--- src/verilog/slem_params.svh ---
`ifndef SLEM_PARAMS_SVH
`define SLEM_PARAMS_SVH

// Register offsets, byte addressed on the plain register port
`define SLEM_ADDR_W           12
`define SLEM_ADDR_LANE_DISP   12'h46d
`define SLEM_ADDR_LANE_NIT    12'h46e
`define SLEM_ADDR_LANE_UCC    12'h46f
`define SLEM_ADDR_IRQ_VECTOR  12'h47a
`define SLEM_ADDR_SYNC_SEL    12'h47b
`define SLEM_ADDR_THRESHOLD   12'h47c
`define SLEM_ADDR_LANE_EN     12'h47d

// Field positions inside the 8-bit registers
`define SLEM_ERR_MSB          7
`define SLEM_ERR_LSB          5
`define SLEM_BIT_CMM_FLAG     4
`define SLEM_BIT_CMM_EN       3

// Reset values
`define SLEM_RST_SYNC_SEL     3'h0
`define SLEM_RST_CMM_EN       1'b1
`define SLEM_RST_IRQ_MASK     3'h0
`define SLEM_RST_THRESHOLD    8'hff
`define SLEM_RST_LANE_EN      8'hff

// Counter limits
`define SLEM_CNT_MAX          8'hff

// Link configuration compared against the local transmit settings
`define SLEM_CFG_BYTES        14

`endif

--- src/verilog/slem_pkg.sv ---
`default_nettype none
package slem_pkg;

   // One error event pulse of each kind for a lane; disparity is the MSB
   typedef struct packed {
      logic disp;
      logic nit;
      logic ucc;
   } slem_lane_err_t;

   // Number of error kinds carried in slem_lane_err_t
   localparam int SLEM_KINDS = 3;

endpackage

`default_nettype wire
--- src/verilog/slem_error_monitor.sv ---
// Summary of operation
// With the disparity sync select set, a lane's disparity count at threshold raises the sync request.
// With the invalid-code sync select set, a lane's invalid-code count at threshold raises the sync request.
// With the unexpected-control sync select set, a lane's control-character count at threshold raises sync.
// With mismatch interrupts enabled, a rising mismatch latches the mismatch flag and pulls irq_n low.
// A latched mismatch flag clears only by software writing a one to it; the code also clears it whenever the mismatch enable is zero.
// With the mismatch enable at zero the mismatch flag neither latches nor touches the interrupt.
// A mismatch is seen whenever lane 0 received configuration differs from local transmit settings.
// The mismatch interrupt enable resets to one.
// Each lane counts the three error kinds and compares each count with an 8-bit threshold.
// A count at threshold raises the interrupt, the sync request or both, per mask and select bits.
// Counting and comparison run independently in every lane.
// Each lane enable bit enables the lane of the same index.
// Software programs the lane enables before lanes receive the code group pattern.
// The three sync select bits reset to zero.
// A set interrupt mask bit with its count at threshold on any lane pulls irq_n low.
// A flag per error kind shows a lane at threshold and per-lane registers show which lanes.
// A disabled lane neither counts nor adds to interrupt or sync generation.
//
// The plain strobed port was left to the implementer.
`timescale 1ns/1ps
`default_nettype none
`include "slem_params.svh"

module slem_error_monitor #(
   parameter int LANES    = 8,
   parameter int CFG_BITS = `SLEM_CFG_BYTES * 8
) (
   // Clock and reset
   input  wire logic                                ref_clk,
   input  wire logic                                nrst,
   // Register port
   input  wire logic [`SLEM_ADDR_W-1:0]             reg_addr,
   input  wire logic [7:0]                          reg_wdata,
   input  wire logic                                reg_wr,
   input  wire logic                                reg_rd,
   output logic      [7:0]                          reg_rdata,
   // Error events from the lane decoders, same clock
   input  wire slem_pkg::slem_lane_err_t [LANES-1:0] lane_err,
   // Lane 0 received link configuration and local transmit settings
   input  wire logic [CFG_BITS-1:0]                 rx_link_cfg,
   input  wire logic [CFG_BITS-1:0]                 tx_link_cfg,
   // Outputs toward the system and the transmitter
   output logic                                     irq_n,
   output logic                                     sync_request_out,
   output logic      [LANES-1:0]                    lane_enable_bits
);

   ////////////////////////////////////////////////////////////////////////////
   // Software visible state
   logic [2:0]       sync_sel;
   logic [2:0]       next_sync_sel;
   logic             cmm_en;
   logic             next_cmm_en;
   logic             cmm_flag;
   logic             next_cmm_flag;
   logic [7:0]       threshold;
   logic [7:0]       next_threshold;
   logic [2:0]       irq_mask;
   logic [2:0]       next_irq_mask;
   logic [2:0]       irq_flag;
   logic [2:0]       next_irq_flag;
   logic [LANES-1:0] next_lane_en;

   // Link state and output registers
   logic             mism_q;
   logic             next_mism_q;
   logic             next_irq_n;
   logic             next_sync;
   logic [7:0]       next_rdata;

   // Per-lane threshold hits, one vector per error kind
   logic [LANES-1:0] hit_disp;
   logic [LANES-1:0] hit_nit;
   logic [LANES-1:0] hit_ucc;
   logic [2:0]       any_hit;
   logic             mismatch;

   ////////////////////////////////////////////////////////////////////////////
   // One counter block per lane
   generate
      for (genvar l = 0; l < LANES; l++) begin : g_lane
         slem_pkg::slem_lane_err_t hit;

         slem_lane_counter u_cnt (
            .ref_clk   (ref_clk),
            .nrst      (nrst),
            .lane_en   (lane_enable_bits[l]),
            .threshold (threshold),
            .err       (lane_err[l]),
            .hit       (hit)
         );

         assign hit_disp[l] = hit.disp;
         assign hit_nit[l]  = hit.nit;
         assign hit_ucc[l]  = hit.ucc;
      end
   endgenerate

   // Any lane at threshold, per kind; disabled lanes already report no hit
   assign any_hit  = {|hit_disp, |hit_nit, |hit_ucc};

   // Whole-field compare; a change in any byte counts as a mismatch
   assign mismatch = (rx_link_cfg != tx_link_cfg);

   ////////////////////////////////////////////////////////////////////////////
   // Register writes, flag updates and output next values
   always_comb begin
      logic [LANES-1:0] lane_wr;

      lane_wr        = reg_wdata[LANES-1:0];
      next_sync_sel  = sync_sel;
      next_cmm_en    = cmm_en;
      next_cmm_flag  = cmm_flag;
      next_threshold = threshold;
      next_irq_mask  = irq_mask;
      next_irq_flag  = irq_flag;
      next_lane_en   = lane_enable_bits;
      next_mism_q    = mismatch;

      // Writes
      if (reg_wr) begin
         case (reg_addr)
            `SLEM_ADDR_SYNC_SEL: begin
               next_sync_sel = reg_wdata[`SLEM_ERR_MSB:`SLEM_ERR_LSB];
               next_cmm_en   = reg_wdata[`SLEM_BIT_CMM_EN];
               if (reg_wdata[`SLEM_BIT_CMM_FLAG]) begin
                  next_cmm_flag = 1'b0;
               end
            end
            `SLEM_ADDR_THRESHOLD: begin
               next_threshold = reg_wdata;
            end
            `SLEM_ADDR_LANE_EN: begin
               next_lane_en = lane_wr;
            end
            `SLEM_ADDR_IRQ_VECTOR: begin
               next_irq_mask = reg_wdata[`SLEM_ERR_MSB:`SLEM_ERR_LSB];
            end
            default: begin
            end
         endcase
      end

      // Error flags clear on a read; a hit in the same cycle sets them again
      if (reg_rd && reg_addr == `SLEM_ADDR_IRQ_VECTOR) begin
         next_irq_flag = 3'h0;
      end
      next_irq_flag = next_irq_flag | any_hit;

      // Mismatch latches on the rising edge only, and only when enabled
      if (next_cmm_en && mismatch && !mism_q) begin
         next_cmm_flag = 1'b1;
      end
      if (!next_cmm_en) begin
         next_cmm_flag = 1'b0;
      end

      // Interrupt low while a masked-in flag or enabled mismatch stands
      next_irq_n = !(|(next_irq_flag & next_irq_mask)
                     || (next_cmm_flag && next_cmm_en));

      // Sync request follows the live hits of the selected kinds
      next_sync = |(any_hit & sync_sel);
   end

   ////////////////////////////////////////////////////////////////////////////
   // Read data, valid only in the cycle after the read strobe
   always_comb begin
      logic [7:0] lanes8;
      logic [7:0] reg8;

      lanes8     = 8'h00;
      reg8       = 8'h00;
      next_rdata = 8'h00;
      if (reg_rd) begin
         case (reg_addr)
            `SLEM_ADDR_LANE_DISP: begin
               lanes8[LANES-1:0] = hit_disp;
               next_rdata        = lanes8;
            end
            `SLEM_ADDR_LANE_NIT: begin
               lanes8[LANES-1:0] = hit_nit;
               next_rdata        = lanes8;
            end
            `SLEM_ADDR_LANE_UCC: begin
               lanes8[LANES-1:0] = hit_ucc;
               next_rdata        = lanes8;
            end
            `SLEM_ADDR_IRQ_VECTOR: begin
               reg8[`SLEM_ERR_MSB:`SLEM_ERR_LSB] = irq_flag;
               next_rdata                        = reg8;
            end
            `SLEM_ADDR_SYNC_SEL: begin
               reg8[`SLEM_ERR_MSB:`SLEM_ERR_LSB] = sync_sel;
               reg8[`SLEM_BIT_CMM_FLAG]          = cmm_flag;
               reg8[`SLEM_BIT_CMM_EN]            = cmm_en;
               next_rdata                        = reg8;
            end
            `SLEM_ADDR_THRESHOLD: begin
               next_rdata = threshold;
            end
            `SLEM_ADDR_LANE_EN: begin
               lanes8[LANES-1:0] = lane_enable_bits;
               next_rdata        = lanes8;
            end
            default: begin
               next_rdata = 8'h00;                         // Unmapped reads as zero
            end
         endcase
      end
   end

   ////////////////////////////////////////////////////////////////////////////
   // State registers; mism_q resets to zero, so a mismatch present at
   // release is taken as a rising edge and latched when enabled
   always_ff @(posedge ref_clk or negedge nrst) begin
      if (!nrst) begin
         sync_sel         <= `SLEM_RST_SYNC_SEL;
         cmm_en           <= `SLEM_RST_CMM_EN;
         cmm_flag         <= 1'b0;
         threshold        <= `SLEM_RST_THRESHOLD;
         irq_mask         <= `SLEM_RST_IRQ_MASK;
         irq_flag         <= 3'h0;
         lane_enable_bits <= LANES'(`SLEM_RST_LANE_EN);
         mism_q           <= 1'b0;
         irq_n            <= 1'b1;
         sync_request_out <= 1'b0;
         reg_rdata        <= 8'h00;
      end else begin
         sync_sel         <= next_sync_sel;
         cmm_en           <= next_cmm_en;
         cmm_flag         <= next_cmm_flag;
         threshold        <= next_threshold;
         irq_mask         <= next_irq_mask;
         irq_flag         <= next_irq_flag;
         lane_enable_bits <= next_lane_en;
         mism_q           <= next_mism_q;
         irq_n            <= next_irq_n;
         sync_request_out <= next_sync;
         reg_rdata        <= next_rdata;
      end
   end

endmodule // slem_error_monitor

`default_nettype wire

--- src/verilog/slem_lane_counter.sv ---
`timescale 1ns/1ps
`default_nettype none
`include "slem_params.svh"

module slem_lane_counter (
   // Clock and reset
   input  wire logic                    ref_clk,
   input  wire logic                    nrst,
   // Control
   input  wire logic                    lane_en,
   input  wire logic [7:0]              threshold,
   // Error events and threshold hits
   input  wire slem_pkg::slem_lane_err_t err,
   output var slem_pkg::slem_lane_err_t  hit
);

   logic [7:0] cnt      [slem_pkg::SLEM_KINDS];
   logic [7:0] next_cnt [slem_pkg::SLEM_KINDS];
   logic [2:0] err_v;
   logic [2:0] hit_v;

   ////////////////////////////////////////////////////////////////////////////
   // Saturating counters; a disabled lane is held at zero so a later enable
   // starts from a clean count
   always_comb begin
      err_v = err;
      for (int i = 0; i < slem_pkg::SLEM_KINDS; i++) begin
         next_cnt[i] = cnt[i];
         if (!lane_en) begin
            next_cnt[i] = 8'h00;
         end else if (err_v[i] && cnt[i] != `SLEM_CNT_MAX) begin
            next_cnt[i] = cnt[i] + 8'h01;
         end
         hit_v[i] = lane_en && (cnt[i] >= threshold);
      end
      hit = hit_v;
   end

   // Counter registers
   always_ff @(posedge ref_clk or negedge nrst) begin
      if (!nrst) begin
         for (int i = 0; i < slem_pkg::SLEM_KINDS; i++) begin
            cnt[i] <= 8'h00;
         end
      end else begin
         for (int i = 0; i < slem_pkg::SLEM_KINDS; i++) begin
            cnt[i] <= next_cnt[i];
         end
      end
   end

endmodule // slem_lane_counter

`default_nettype wire

--- config.mk ---
export PLATFORM = sky130hd
export DESIGN_NAME = slem_error_monitor
export DESIGN_NICKNAME = d
export VERILOG_FILES = /design/src/verilog/slem_pkg.sv /design/src/verilog/slem_error_monitor.sv /design/src/verilog/slem_lane_counter.sv
export VERILOG_INCLUDE_DIRS = /design/src /design/src/verilog
export SDC_FILE = /design/constraint.sdc
export NUM_CORES = 1
export LEC_CHECK = 0
export BUFFER_PORTS_ARGS = -buffer_cell sky130_fd_sc_hd__buf_2
export CAP_MARGIN = 40
export CORE_MARGIN = 5
export CORE_UTILIZATION = 54
export CTS_BUF_LIST = sky130_fd_sc_hd__clkbuf_4
export DETAILED_ROUTE_END_ITERATION = 8
export PLACE_DENSITY_LB_ADDON = 0.15
export SYNTH_ARGS = -nofsm -noshare
export SYNTH_HDL_FRONTEND = slang
export SYNTH_HIERARCHICAL = 1
export SYNTH_SLANG_ARGS = --single-unit
--- constraint.sdc ---
create_clock -name ref_clk -period 2.7 [get_ports ref_clk]
set_clock_uncertainty 0.05 [all_clocks]
set_input_delay 0.27 -clock ref_clk [delete_from_list [all_inputs] [get_ports ref_clk]]
set_output_delay 0.27 -clock ref_clk [all_outputs]
set_load 0.01 [all_outputs]
==> key figures, run 1 <==
Power and ir drop
  – Worst vdd rail ir drop: 276.4 uV
  – Leakage power of the design: 10.70 nW
  – Total power per unit cell area: 331.2 nW/um^2

Critical path
  – Worst Setup EP: irq_n
  – Flop2flop setup slack: -450 ps
  – Crit path buf inv count: 3
  – Number of logic stages on the critical path including buffering: 13
  – Highest net fanout along the worst path: 8
  – Worst setup path start: threshold[0]
  – Ordered list of cells on the worst path: buf_12 > buf_12 > buf_4 > ha_1 > nand2b_4 > a2111oi_2 > or3_1 > a221oi_2 > nor4_1 > nand2_1 > a21o_1 > a222oi_1 > o21a_1
  – Capture point of the worst reg-to-reg path: irq_n
  – Worst setup path category: flip-flop to flip-flop
  – Startpoint types: flip-flop
  – Number of cells traversed by the worst register-to-register path: 13
  – Required @ worst endpoint: 3310 ps
  – Family with the most delay on the worst path: compound AO/OA/AOI/OAI gates
  – Critical path data arrival time: 3760 ps
  – Endpoint class of the critical path: flip-flop
  – Most frequent cell on the critical path: buf_12
  – Slowest Stage Delay on Critical Path: 650 ps
  – Cell with the largest stage delay on the worst path: dfstp_4
  – Start of the worst register-to-register path: threshold[0]

Timing
  – Unrepaired setup endpoints after global routing: yes
  – Final count of hold timing violations: 0
  – Worst hold slack: 67.83 ps
  – Shortest period the worst path allows: 3148 ps
  – Max Slew Vio Count: 0
  – Actual slew at the worst max-slew pin: 1099 ps
  – Final critical-path share of the clock period: 116.6%
  – Smallest setup slack after layout: -448.1 ps
  – Final setup fails: 5
  – Maximum operating frequency: 317.7 MHz
  – Worst slew margin relative to its limit: 26.42%

Route
  – Drt wl/cell: 19.11 microns
  – Drt first-iter violations: 1150
  – Via density per instance: 5.899
  – Iteration count of the initial detailed-routing pass: 7
  – Vias after detailed routing: 16780
  – Number of nets with antenna violations after detailed routing: 0
  – Total routed wirelength: 54.36 mm
  – Post-route DRC: 0

Outcome
  – Violated checks: setup timing
  – Outcome: finished, violations left

CTS
  – Clock root buffer master: clkbuf_4
  – Buffers from clock root to sink, at most: 3
  – Clock input transition at the sequential cells of the worst setup and hold paths: 70 ps
  – Deepest level of the CTS H-tree: 3
  – Clk sinks: 230
  – TritonCTS buffer count: 68
  – Clock insertion delay at the later pin of the skew report: 720 ps
  – TritonCTS clock tree: yes

Place
  – Detailed placement HPWL: 41.53 mm
  – Global placer's final weighted congestion: 0.9271
  – Post-Place Setup Slack: -338.6 ps
  – Number of input and output port buffers inserted: 289
  – Area after DPL: 20330 sq um

Synthesis
  – Count of unique library cells instantiated by Yosys: 53
  – Main combinational cell family by area after synthesis: simple AND/OR/NAND/NOR gates
  – Number of enable flip-flop cells after synthesis: 0
  – Synth Warn #: 6
  – Post-synthesis cell area: 17350 sq um
  – Number of storage elements in the synthesis netlist: 230
  – Portion of synthesized cell area occupied by the leading cell type: 30.58%
  – Mapped Cells: 1872
  – Portion of netlist area occupied by mux cells: 3.491%
  – Most used flip-flop cell after synthesis: dfrtp_1
  – Post-synthesis share of cell area spent on and, or, nand and nor gates: 22.53%
  – Area share of fa/ha/maj cells after synthesis: 15.58%
  – Fraction of synthesis flops using an asynchronous set or reset pin: 100.0%
  – Post-synth net total: 2360
  – Synthesized-area fraction occupied by ao, oa, aoi and oai cells: 14.84%
  – Largest cells by area after synthesis: dfrtp_1 31%, ha_1 16%, xor2_1 5.3%
  – Synth Area per Inst: 9.268 sq um
  – Largest area contributor in the synthesized netlist: dfrtp_1
  – Proportion of synthesized chip area in sequential cells: 33.30%
  – Synth Area in XOR/XNOR: 7.270%

Floorplan
  – Core Box Area: 31640 sq um
  – Die Span X: 189.2 microns
  – Effective utilization at floorplan: 54.84%
  – Ports: 290
  – Overall die area: 35810 sq um
  – Standard-cell row count: 65
  – Die Y-Extent: 189.2 microns

Finish
  – Filler instances: 2402
  – Post-synthesis to final-layout area growth: 30.28%
  – # nets final: 2880
  – Fraction of layout cells with a size suffix above 1: 28.10%
  – Final standard cell area without fillers: 22600 sq um
  – Utilization after layout: 71.44%

Global routing
  – Maximum number of pins on one net before global-route repair: 71
  – Wire length of the first global-routing pass: 87.27 mm
  – GR Overflow Total: 0
  – Overall track demand over capacity in global routing: 29.71%
  – Initial antenna violation count: 11
  – Via count of the first global-routing pass: 16870

Min path
  – Class of the tightest hold or removal check: input pin to async pin

Flow run
  – Max-cap violations: 0
==> worst min path at each step <==
stage,start,depth (start not counted),slack [ps],to
3_3_place_gp,nrst,1,210,g_lane[6].u_cnt/cnt[3]
2_1_floorplan,nrst,0,-80,cmm_flag
5_1_grt,tx_link_cfg[96],6,50,mism_q
4_1_cts,tx_link_cfg[8],6,1,mism_q
6_report,nrst,2,70,g_lane[6].u_cnt/cnt[3]
3_5_place_dp,nrst,1,220,g_lane[6].u_cnt/cnt[3]
==> worst register-to-register path: stages (launching register included) <==
cell and delay [ps]:
dfstp_4 650, buf_12 120, buf_12 120, buf_4 110, ha_1 220, nand2b_4 140
a2111oi_2 290, or3_1 160, a221oi_2 70, nor4_1 350, nand2_1 150, a21o_1 200
a222oi_1 310, o21a_1 170
==> area by class of cell <==
type | instances | area (sq um) | area share (%)
Clock inverter | 21 | 106.4 | 0.4705
Sequential cell | 230 | 5782 | 25.58
Inverter | 116 | 447.9 | 1.982
Antenna cell | 5 | 12.51 | 0.05536
Clock buffer | 95 | 713.2 | 3.155
Tap cell | 402 | 503.0 | 2.225
Multi-Input combinational cell | 1506 | 11960 | 52.91
Timing Repair Buffer | 470 | 3078 | 13.62
==> per-stage QoR <==
step | power (mW) | instances | setup TNS [ps]
after floorplan | 3.780 | 1872 | 0
after global placement | 4.174 | 2674 | -1330
after detailed placement | 4.188 | 2674 | -1625
after CTS | 7.582 | 2838 | -579.6
after global routing | 7.866 | 2845 | -1528
final | 7.486 | 2845 | -764.6
==> layout by cell type (no fill, tap or decap), types with 12 or more instances in the layout <==
master,count
buf_2,288
dfrtp_1,212
ha_1,208
o21ai_0,118
buf_4,118
nand2_1,113
nand3_1,106
inv_1,104
xor2_1,104
nor2_1,103
clkbuf_4,95
a21oi_1,82
nor3_1,64
a31oi_1,52
dlygate4sd3_1,49
and3_1,48
nand4_1,42
xnor2_1,40
a21o_1,36
mux2i_1,35
and4_1,33
nor4_1,27
clkinv_1,24
nand2b_1,22
dfstp_2,17
a211oi_1,16
and2_1,16
and4b_1,16
nor2b_1,15
or3_1,14
mux2_1,13
a2111oi_2,13
a221oi_4,12
==> where the power goes <==
| group | internal (mW) | total, mW | switching [mW] |
|---|---|---|---|
| Combinational | 0.357 | 0.716 | 0.359 |
| Sequential | 3.47 | 3.49 | 0.0135 |
| Clock | 1.71 | 3.28 | 1.57 |
==> registers in the layout (all words and copies together) (netlist names) <==
register	cells
cmm_en	1
cmm_flag	1
g_lane.u_cnt/cnt	192
irq_flag	3
irq_mask	3
irq_n	1
lane_enable_bits	8
mism_q	1
reg_rdata	8
sync_request_out	1
sync_sel	3
threshold	8
==> metal layers <==
layer / routed length [microns] / GRT usage, % / part of all wire, %
met2: 26960 / 50.01 / 50
met1: 22750 / 38.24 / 42
met4: 1153 / 9.377 / 2.1
met5: 41 / 0 / 0.075
met3: 3452 / 6.785 / 6.4
==> cell families after synthesis <==
| logic type | after synthesis |
|---|---|
| multiplexers | 57 |
| AO/OA/AOI/OAI | 397 |
| flip-flops | 230 |
| buffers and inverters | 136 |
| adder cells (fa/ha/maj) | 216 |
| XOR/XNOR | 144 |
| AND/OR/NAND/NOR | 692 |
==> synth_stat cells, types with 8 or more instances <==
cell type  number
a221oi_1       27
nand3_1       106
and3_1         48
nor4_1         33
a211oi_1       16
o2111ai_1       8
inv_1         107
o21ai_0       121
mux2i_1        35
nor2_1        106
a2111oi_0      24
or3_1          24
nor4b_1         8
a21oi_1        92
nor2b_1        24
a31oi_1        52
and4b_1        16
nand4_1        42
a21o_1         36
xnor2_1        40
mux2_1         13
nand2_1       113
nand4_4         8
dfstp_2        18
clkinv_1        9
and4_1         33
dfrtp_1       212
or2_2           8
and2_1         16
nand2b_1       33
clkbuf_1       18
nor3_1         64
o31ai_4         8
xor2_1        104
ha_1          216
==> repair_timing <==
item,in CTS,in global routing
gates cloned,0,0
resized for setup,70,89
hold endpoints to repair,357,0
hold buffers,49,0
setup endpoints to repair,10,14
setup buffers,0,4
pin swaps,32,49
No activity file was read; power rests on OpenSTA's default activity.
==> inputs of run 2 (changes only) <==
- CELL_PAD_IN_SITES_DETAIL_PLACEMENT: not set -> 1
- CELL_PAD_IN_SITES_GLOBAL_PLACEMENT: not set -> 2
- CORE_UTILIZATION: 54 -> 33
- SYNTH_HIERARCHICAL: 1 -> not set
==> run 2 against run 1 <==
Effect of this change: the flow still finishes with violations (setup timing); core utilization is 27 points lower; power is 3.9% higher; routed wire length is 7.7% higher; synthesized cell count is 8.3% lower; final cell count is 3.5% higher; global-route usage is 9.1 points lower; first-iteration DRC count is 46% lower; maximum frequency is 3.9% higher; clock power is 7.9% higher; cell area is 2.1% lower; clock-buffer cell count is 10 higher; worst setup slack better by 120 ps; largest cell class unchanged.
==> key figures, run 2 <==
Route
  – Total routed wirelength: 58.55 mm
  – Drt first-iter violations: 626
  – Iteration count of the initial detailed-routing pass: 4
  – Number of nets with antenna violations after detailed routing: 0
  – Vias after detailed routing: 15010
  – Drt wl/cell: 19.88 microns
  – Via density per instance: 5.097
  – Post-route DRC: 0

Outcome
  – Outcome: finished, violations left
  – Violated checks: setup timing

Finish
  – Fraction of layout cells with a size suffix above 1: 29.82%
  – Commonest cells after routing, fill and taps aside: 288 x buf_2, 212 x dfrtp_1, 196 x ha_1
  – # nets final: 2711
  – Utilization after layout: 44.12%
  – Post-synthesis to final-layout area growth: 32.51%
  – Most common cell after layout, fill and taps aside: buf_2
  – Reg with most FFs: g_lane.u_cnt.cnt
  – Number of flip-flops in the largest register: 192

Timing
  – Sum of negative setup slack: -1099 ps
  – Smallest setup slack after layout: -328.9 ps
  – Worst slew margin relative to its limit: 58.89%
  – Unrepaired setup endpoints after global routing: yes
  – Actual slew at the worst max-slew pin: 614.5 ps
  – Final critical-path share of the clock period: 112.2%
  – Shortest period the worst path allows: 3029 ps
  – Final setup fails: 5
  – Maximum operating frequency: 330.2 MHz
  – Final count of hold timing violations: 0
  – Max Slew Vio Count: 0

Floorplan
  – Overall die area: 55230 sq um
  – Die Span X: 235 microns
  – Standard-cell row count: 82
  – Core Box Area: 50170 sq um
  – Effective utilization at floorplan: 33.30%
  – Ports: 290
  – Die Y-Extent: 235 microns

Synthesis
  – Most frequent cell after synthesis: ha_1
  – Post-synthesis cell area: 16710 sq um
  – Number of storage elements in the synthesis netlist: 230
  – Number of enable flip-flop cells after synthesis: 0
  – Largest cells by area after synthesis: dfrtp_1 32%, ha_1 16%, xnor2_1 8.2%
  – Portion of synthesized cell area occupied by the leading cell type: 31.76%
  – Synth Area per Inst: 9.735 sq um
  – Most used flip-flop cell after synthesis: dfrtp_1
  – Synth Warn #: 0
  – Proportion of synthesized chip area in sequential cells: 34.59%
  – Mapped Cells: 1716
  – Count of unique library cells instantiated by Yosys: 62
  – Post-synth net total: 2204
  – Largest area contributor in the synthesized netlist: dfrtp_1
  – Fraction of synthesis flops using an asynchronous set or reset pin: 100.0%
  – Most numerous cell types in the synthesized netlist: 216 x ha_1, 212 x dfrtp_1, 157 x xnor2_1, 126 x nand2_1, 112 x and2_1

Global routing
  – Overall track demand over capacity in global routing: 20.65%
  – Maximum number of pins on one net before global-route repair: 42
  – Via count of the first global-routing pass: 16350
  – Wire length of the first global-routing pass: 91.25 mm
  – Initial antenna violation count: 7
  – GR Overflow Total: 0

Critical path
  – Startpoint types: flip-flop
  – Endpoint class of the critical path: flip-flop
  – Capture point of the worst reg-to-reg path: irq_n
  – Slowest Stage Delay on Critical Path: 650 ps
  – Start of the worst register-to-register path: threshold[0]
  – Crit path buf inv count: 2
  – Ordered list of cells on the worst path: buf_12 > ha_1 > nand2b_1 > a2111o_1 > a22oi_1 > buf_4 > o2111ai_2 > nor3_2 > o211ai_1 > o21a_1 > a2111oi_4
  – Critical path data arrival time: 3660 ps
  – Flop2flop setup slack: -330 ps
  – Worst setup path category: flip-flop to flip-flop
  – Required @ worst endpoint: 3330 ps
  – Worst setup path start: threshold[0]
  – Family with the most delay on the worst path: compound AO/OA/AOI/OAI gates
  – Highest net fanout along the worst path: 6
  – Number of cells traversed by the worst register-to-register path: 11
  – Cell with the largest stage delay on the worst path: dfstp_4

Power and ir drop
  – Switch Pwr: 2.068 mW
  – Leakage power of the design: 9.894 nW
  – Clock share of power: 45.6%
  – Switching share of power: 26.60%
  – Share of total power in sequential cells: 44.8%
  – Total power per unit cell area: 351.2 nW/um^2
  – Power Total: 7.775 mW
  – Design internal power: 5.707 mW
  – Part of the power in combinational logic: 9.7%
  – Worst vdd rail ir drop: 185.7 uV

Place
  – Global placer's final weighted congestion: 0.8843
  – Detailed placement HPWL: 45.28 mm
  – Post-Place Setup Slack: -416.4 ps
  – Number of input and output port buffers inserted: 289

CTS
  – Buffers from clock root to sink, at most: 3
  – Clock root buffer master: clkbuf_4
  – TritonCTS clock tree: yes
  – TritonCTS buffer count: 73
  – Clk sinks: 230
  – Clock input transition at the sequential cells of the worst setup and hold paths: 60 ps
  – Deepest level of the CTS H-tree: 3
  – Clock insertion delay at the later pin of the skew report: 790 ps

Min path
  – Endpoint, Worst Hold: reg_rdata[7]
  – Worst hold path cell count: 4
  – Class of the tightest hold or removal check: input pin to flip-flop
  – Origin of the worst min-delay path: reg_addr[0]

Flow run
  – Max-cap violations: 0
-- run 2: changes by cell type after synthesis, sizes merged, moves of 39 or more --
cell | previous run | this run
a21boi | 0 | 58
xnor2 | 40 | 157
a31oi | 52 | 8
inv | 107 | 43
and2 | 16 | 113
nand4 | 50 | 89
nand3 | 106 | 44
nor2 | 106 | 36
nor3 | 64 | 12
-- run 2: tightest hold or removal path: stages --
cell	delay, ps
buf_2	240
nor2_1	150
a211oi_1	50
nor2_1	160
-- run 2: worst max path at each step --
stage               depth (start not counted)  slack [ps]    end
global route                               12        -380  irq_n
CTS                                        12        -230  irq_n
detailed placement                         10        -420  irq_n
floorplan                                   9        -100  irq_n
finish                                     11        -330  irq_n
global placement                           11        -330  irq_n
-- run 2: repair_timing --
item / CTS / global route
pin swaps: 45 / 45
hold buffers: 41 / 0
setup endpoints to repair: 11 / 14
hold endpoints to repair: 305 / 0
setup buffers: 23 / 8
gates resized for setup: 82 / 51
-- run 2: stage by stage --
step / hold slack, ps / area (sq um) / instances
2_1_floorplan: -75.59 / 16780 / 1716
3_3_place_gp: 276.0 / 19900 / 2750
3_5_place_dp: 272.6 / 19900 / 2750
4_1_cts: 14.62 / 21810 / 2935
5_1_grt: 74.75 / 22140 / 2944
6_report: 114.4 / 22140 / 2945
-- run 2: layer usage --
metal	wire, microns	global-route usage [%]	vias to the layer above
li1	-	-	7260
met1	24960	24.97	7301
met2	28470	35.47	350
met3	3053	4.948	99
met4	2067	8.246	2
met5	7	0	-
-- run 2: cell type report --
cell class / count / area [sq um]
clock inverter: 17 / 97.59
fill: 5755 / 28030
multi-input combinational: 1406 / 11220
clock buffer: 105 / 788.3
timing repair buffer: 469 / 3224
antenna: 3 / 7.507
sequential: 230 / 5782
tap: 672 / 840.8
inverter: 43 / 172.7
-- run 2: power groups by stage --
stage / clock network, mW / logic (mW) / registers (mW)
2_1_floorplan: 0 / 0.263 / 3.54
3_3_place_gp: 0 / 0.676 / 3.54
3_5_place_dp: 0 / 0.690 / 3.54
4_1_cts: 3.74 / 0.757 / 3.48
5_1_grt: 3.90 / 0.829 / 3.48
6_report: 3.54 / 0.752 / 3.48
-- run 2: cell families (layout without fill, tap and decap cells) --
group / after synthesis / in the layout / synth area share, %
adder cells (fa/ha/maj): 216 / 216 / 16.18
buffers and inverters: 80 / 634 / 1.977
AND/OR/NAND/NOR: 588 / 588 / 19.62
multiplexers: 27 / 27 / 1.797
XOR/XNOR: 237 / 237 / 12.43
flip-flops: 230 / 230 / 34.59
other: 0 / 3 / 0
AO/OA/AOI/OAI: 338 / 338 / 13.42
==> inputs of run 3 (changes only) <==
- BUFFER_PORTS_ARGS: -buffer_cell sky130_fd_sc_hd__buf_2 -> -buffer_cell sky130_fd_sc_hd__buf_4
- CORE_UTILIZATION: 33 -> 32
- SKIP_CTS_REPAIR_TIMING: not set -> 1
==> run 3 against run 2 <==
Effect of this change: the flow still finishes with violations (setup timing); first-iteration DRC count down 14%; sequential power hardly changed; clock-buffer cell count is 8 higher; sequential cell count unchanged; core utilization grew 1.1 points; final cell count up 1.4%; clock power rose by 6.2%; die area is 3.0% higher; highest routed layer unchanged.
==> key figures, run 3 (same netlist as run 2, synthesis figures left out) <==
Outcome
  – Outcome: finished, violations left
  – Violated checks: setup timing

Timing
  – Final critical-path share of the clock period: 114.5%
  – Max Slew Vio Count: 0
  – Maximum operating frequency: 323.5 MHz
  – Shortest period the worst path allows: 3091 ps
  – Final count of hold timing violations: 0
  – Final setup fails: 11
  – Actual slew at the worst max-slew pin: 629.0 ps
  – Smallest setup slack after layout: -391.4 ps
  – Sum of negative setup slack: -1703 ps
  – Unrepaired setup endpoints after global routing: yes
  – Worst slew margin relative to its limit: 57.97%

Floorplan
  – Effective utilization at floorplan: 32.43%
  – Standard-cell row count: 83
  – Core Box Area: 51510 sq um
  – Overall die area: 56880 sq um
  – Die Span X: 238.5 microns
  – Ports: 290
  – Die Y-Extent: 238.5 microns

Finish
  – Most common cell after layout, fill and taps aside: buf_4
  – Post-synthesis to final-layout area growth: 39.31%
  – Filler instances: 5931
  – # nets final: 2735
  – Number of flip-flops in the largest register: 192
  – Reg with most FFs: g_lane.u_cnt.cnt
  – Commonest cells after routing, fill and taps aside: 415 x buf_4, 212 x dfrtp_1, 183 x ha_1
  – Fraction of layout cells with a size suffix above 1: 31.87%

Critical path
  – Worst setup path category: flip-flop to flip-flop
  – Endpoint class of the critical path: flip-flop
  – Highest net fanout along the worst path: 6
  – Startpoint types: flip-flop
  – Critical path data arrival time: 3720 ps
  – Required @ worst endpoint: 3330 ps

Global routing
  – Wire length of the first global-routing pass: 90.46 mm
  – GR Overflow Total: 0
  – Via count of the first global-routing pass: 16250
  – Overall track demand over capacity in global routing: 20.11%
  – Maximum number of pins on one net before global-route repair: 84
  – Initial antenna violation count: 3

CTS
  – Clock input transition at the sequential cells of the worst setup and hold paths: 70 ps
  – TritonCTS buffer count: 75
  – Deepest level of the CTS H-tree: 3
  – Buffers from clock root to sink, at most: 3
  – Clock insertion delay at the later pin of the skew report: 800 ps
  – Clk sinks: 230
  – Clock root buffer master: clkbuf_4
  – TritonCTS clock tree: yes

Power and ir drop
  – Leakage power of the design: 10.33 nW
  – Part of the power in combinational logic: 10.7%
  – Clock share of power: 46.4%
  – Switch Pwr: 2.146 mW
  – Share of total power in sequential cells: 42.9%
  – Total power per unit cell area: 348.4 nW/um^2
  – Design internal power: 5.962 mW
  – Switching share of power: 26.47%
  – Worst vdd rail ir drop: 229.0 uV

Min path
  – Class of the tightest hold or removal check: input pin to async pin

Route
  – Drt first-iter violations: 541
  – Via density per instance: 5.154
  – Number of nets with antenna violations after detailed routing: 0
  – Post-route DRC: 0
  – Vias after detailed routing: 15390
  – Total routed wirelength: 59.42 mm
  – Drt wl/cell: 19.90 microns
  – Iteration count of the initial detailed-routing pass: 5

Place
  – Number of input and output port buffers inserted: 289
  – Detailed placement HPWL: 45.85 mm
  – Global placer's final weighted congestion: 0.8452
  – Post-Place Setup Slack: -516.0 ps

Flow run
  – Max-cap violations: 0
-- run 3: cell count changes in the layout (fill, tap and decap cells not counted), moves of 5 or more --
| cell | previous run | this run |
|---|---|---|
| ha_4 | 17 | 30 |
| clkbuf_4 | 105 | 113 |
| buf_6 | 9 | 18 |
| a21oi_2 | 13 | 21 |
| o21ai_1 | 8 | 13 |
| ha_1 | 196 | 183 |
| o21ai_0 | 75 | 68 |
| buf_2 | 288 | 0 |
| a21oi_1 | 53 | 47 |
| buf_4 | 107 | 415 |
-- run 3: path summary, 6_finish.rpt --
path                              start                      to  slack, ps  cells past startpoint
setup / recovery           threshold[5]                   irq_n       -390                     12
hold / removal                     nrst  g_lane[1].u_cnt.cnt[3]         50                      3
setup reg to reg           threshold[5]                   irq_n       -390                     12
hold reg to reg             irq_mask[1]             irq_mask[1]        450                      1
max in group asynchronous          nrst            reg_rdata[3]       2010                      3
min in group ref_clk       lane_err[13]  g_lane[4].u_cnt.cnt[9]        100                      6
-- run 3: stage by stage --
step / utilization (%) / total power, mW / cells / hold WS, ps / instance area (sq um)
after floorplan: - / 3.799 / 1716 / -75.59 / 16780
after global placement: 40.32 / 4.320 / 2778 / 153.2 / 20770
after detailed placement: 40.32 / 4.339 / 2778 / 146.8 / 20770
after CTS: 42.19 / 8.244 / 2911 / -788.3 / 21730
after global routing: 45.18 / 8.572 / 2985 / 17.67 / 23270
final: 45.18 / 8.108 / 2985 / 45.19 / 23270
-- run 3: layout make-up --
type | instances | area (sq um) | area share [%]
antenna | 2 | 5.005 | 0.02150
tap | 680 | 850.8 | 3.656
timing repair buffer | 491 | 4101 | 17.62
multi-input combinational | 1406 | 11390 | 48.93
inverter | 43 | 183.9 | 0.7903
clock buffer | 113 | 848.3 | 3.645
clock inverter | 20 | 115.1 | 0.4946
sequential | 230 | 5782 | 24.84
-- run 3: per-layer routing --
metal	wire length (microns)	up-vias	global-route usage, %
met2	28460	395	33.58
met1	25560	7523	24.93
met3	3105	114	4.785
li1	-	7352	-
met4	2274	2	8.539
met5	17	-	0
-- run 3: worst max-delay path, cell delays in order, from the launching register on --
cell,delay [ps]
dfstp_2,550
clkinvlp_4,170
buf_6,180
buf_8,130
ha_4,230
and4_4,180
a21o_1,180
o21ai_2,180
nand3_2,80
nor4_2,280
nand4b_1,180
a21o_1,240
a2111oi_4,370
-- run 3: power by group through the flow --
stage	registers, mW	clock network [mW]	logic (mW)
detailed placement	3.54	0	0.798
CTS	3.48	3.96	0.800
floorplan	3.54	0	0.263
global placement	3.54	0	0.778
finish	3.48	3.76	0.869
global route	3.48	4.15	0.946
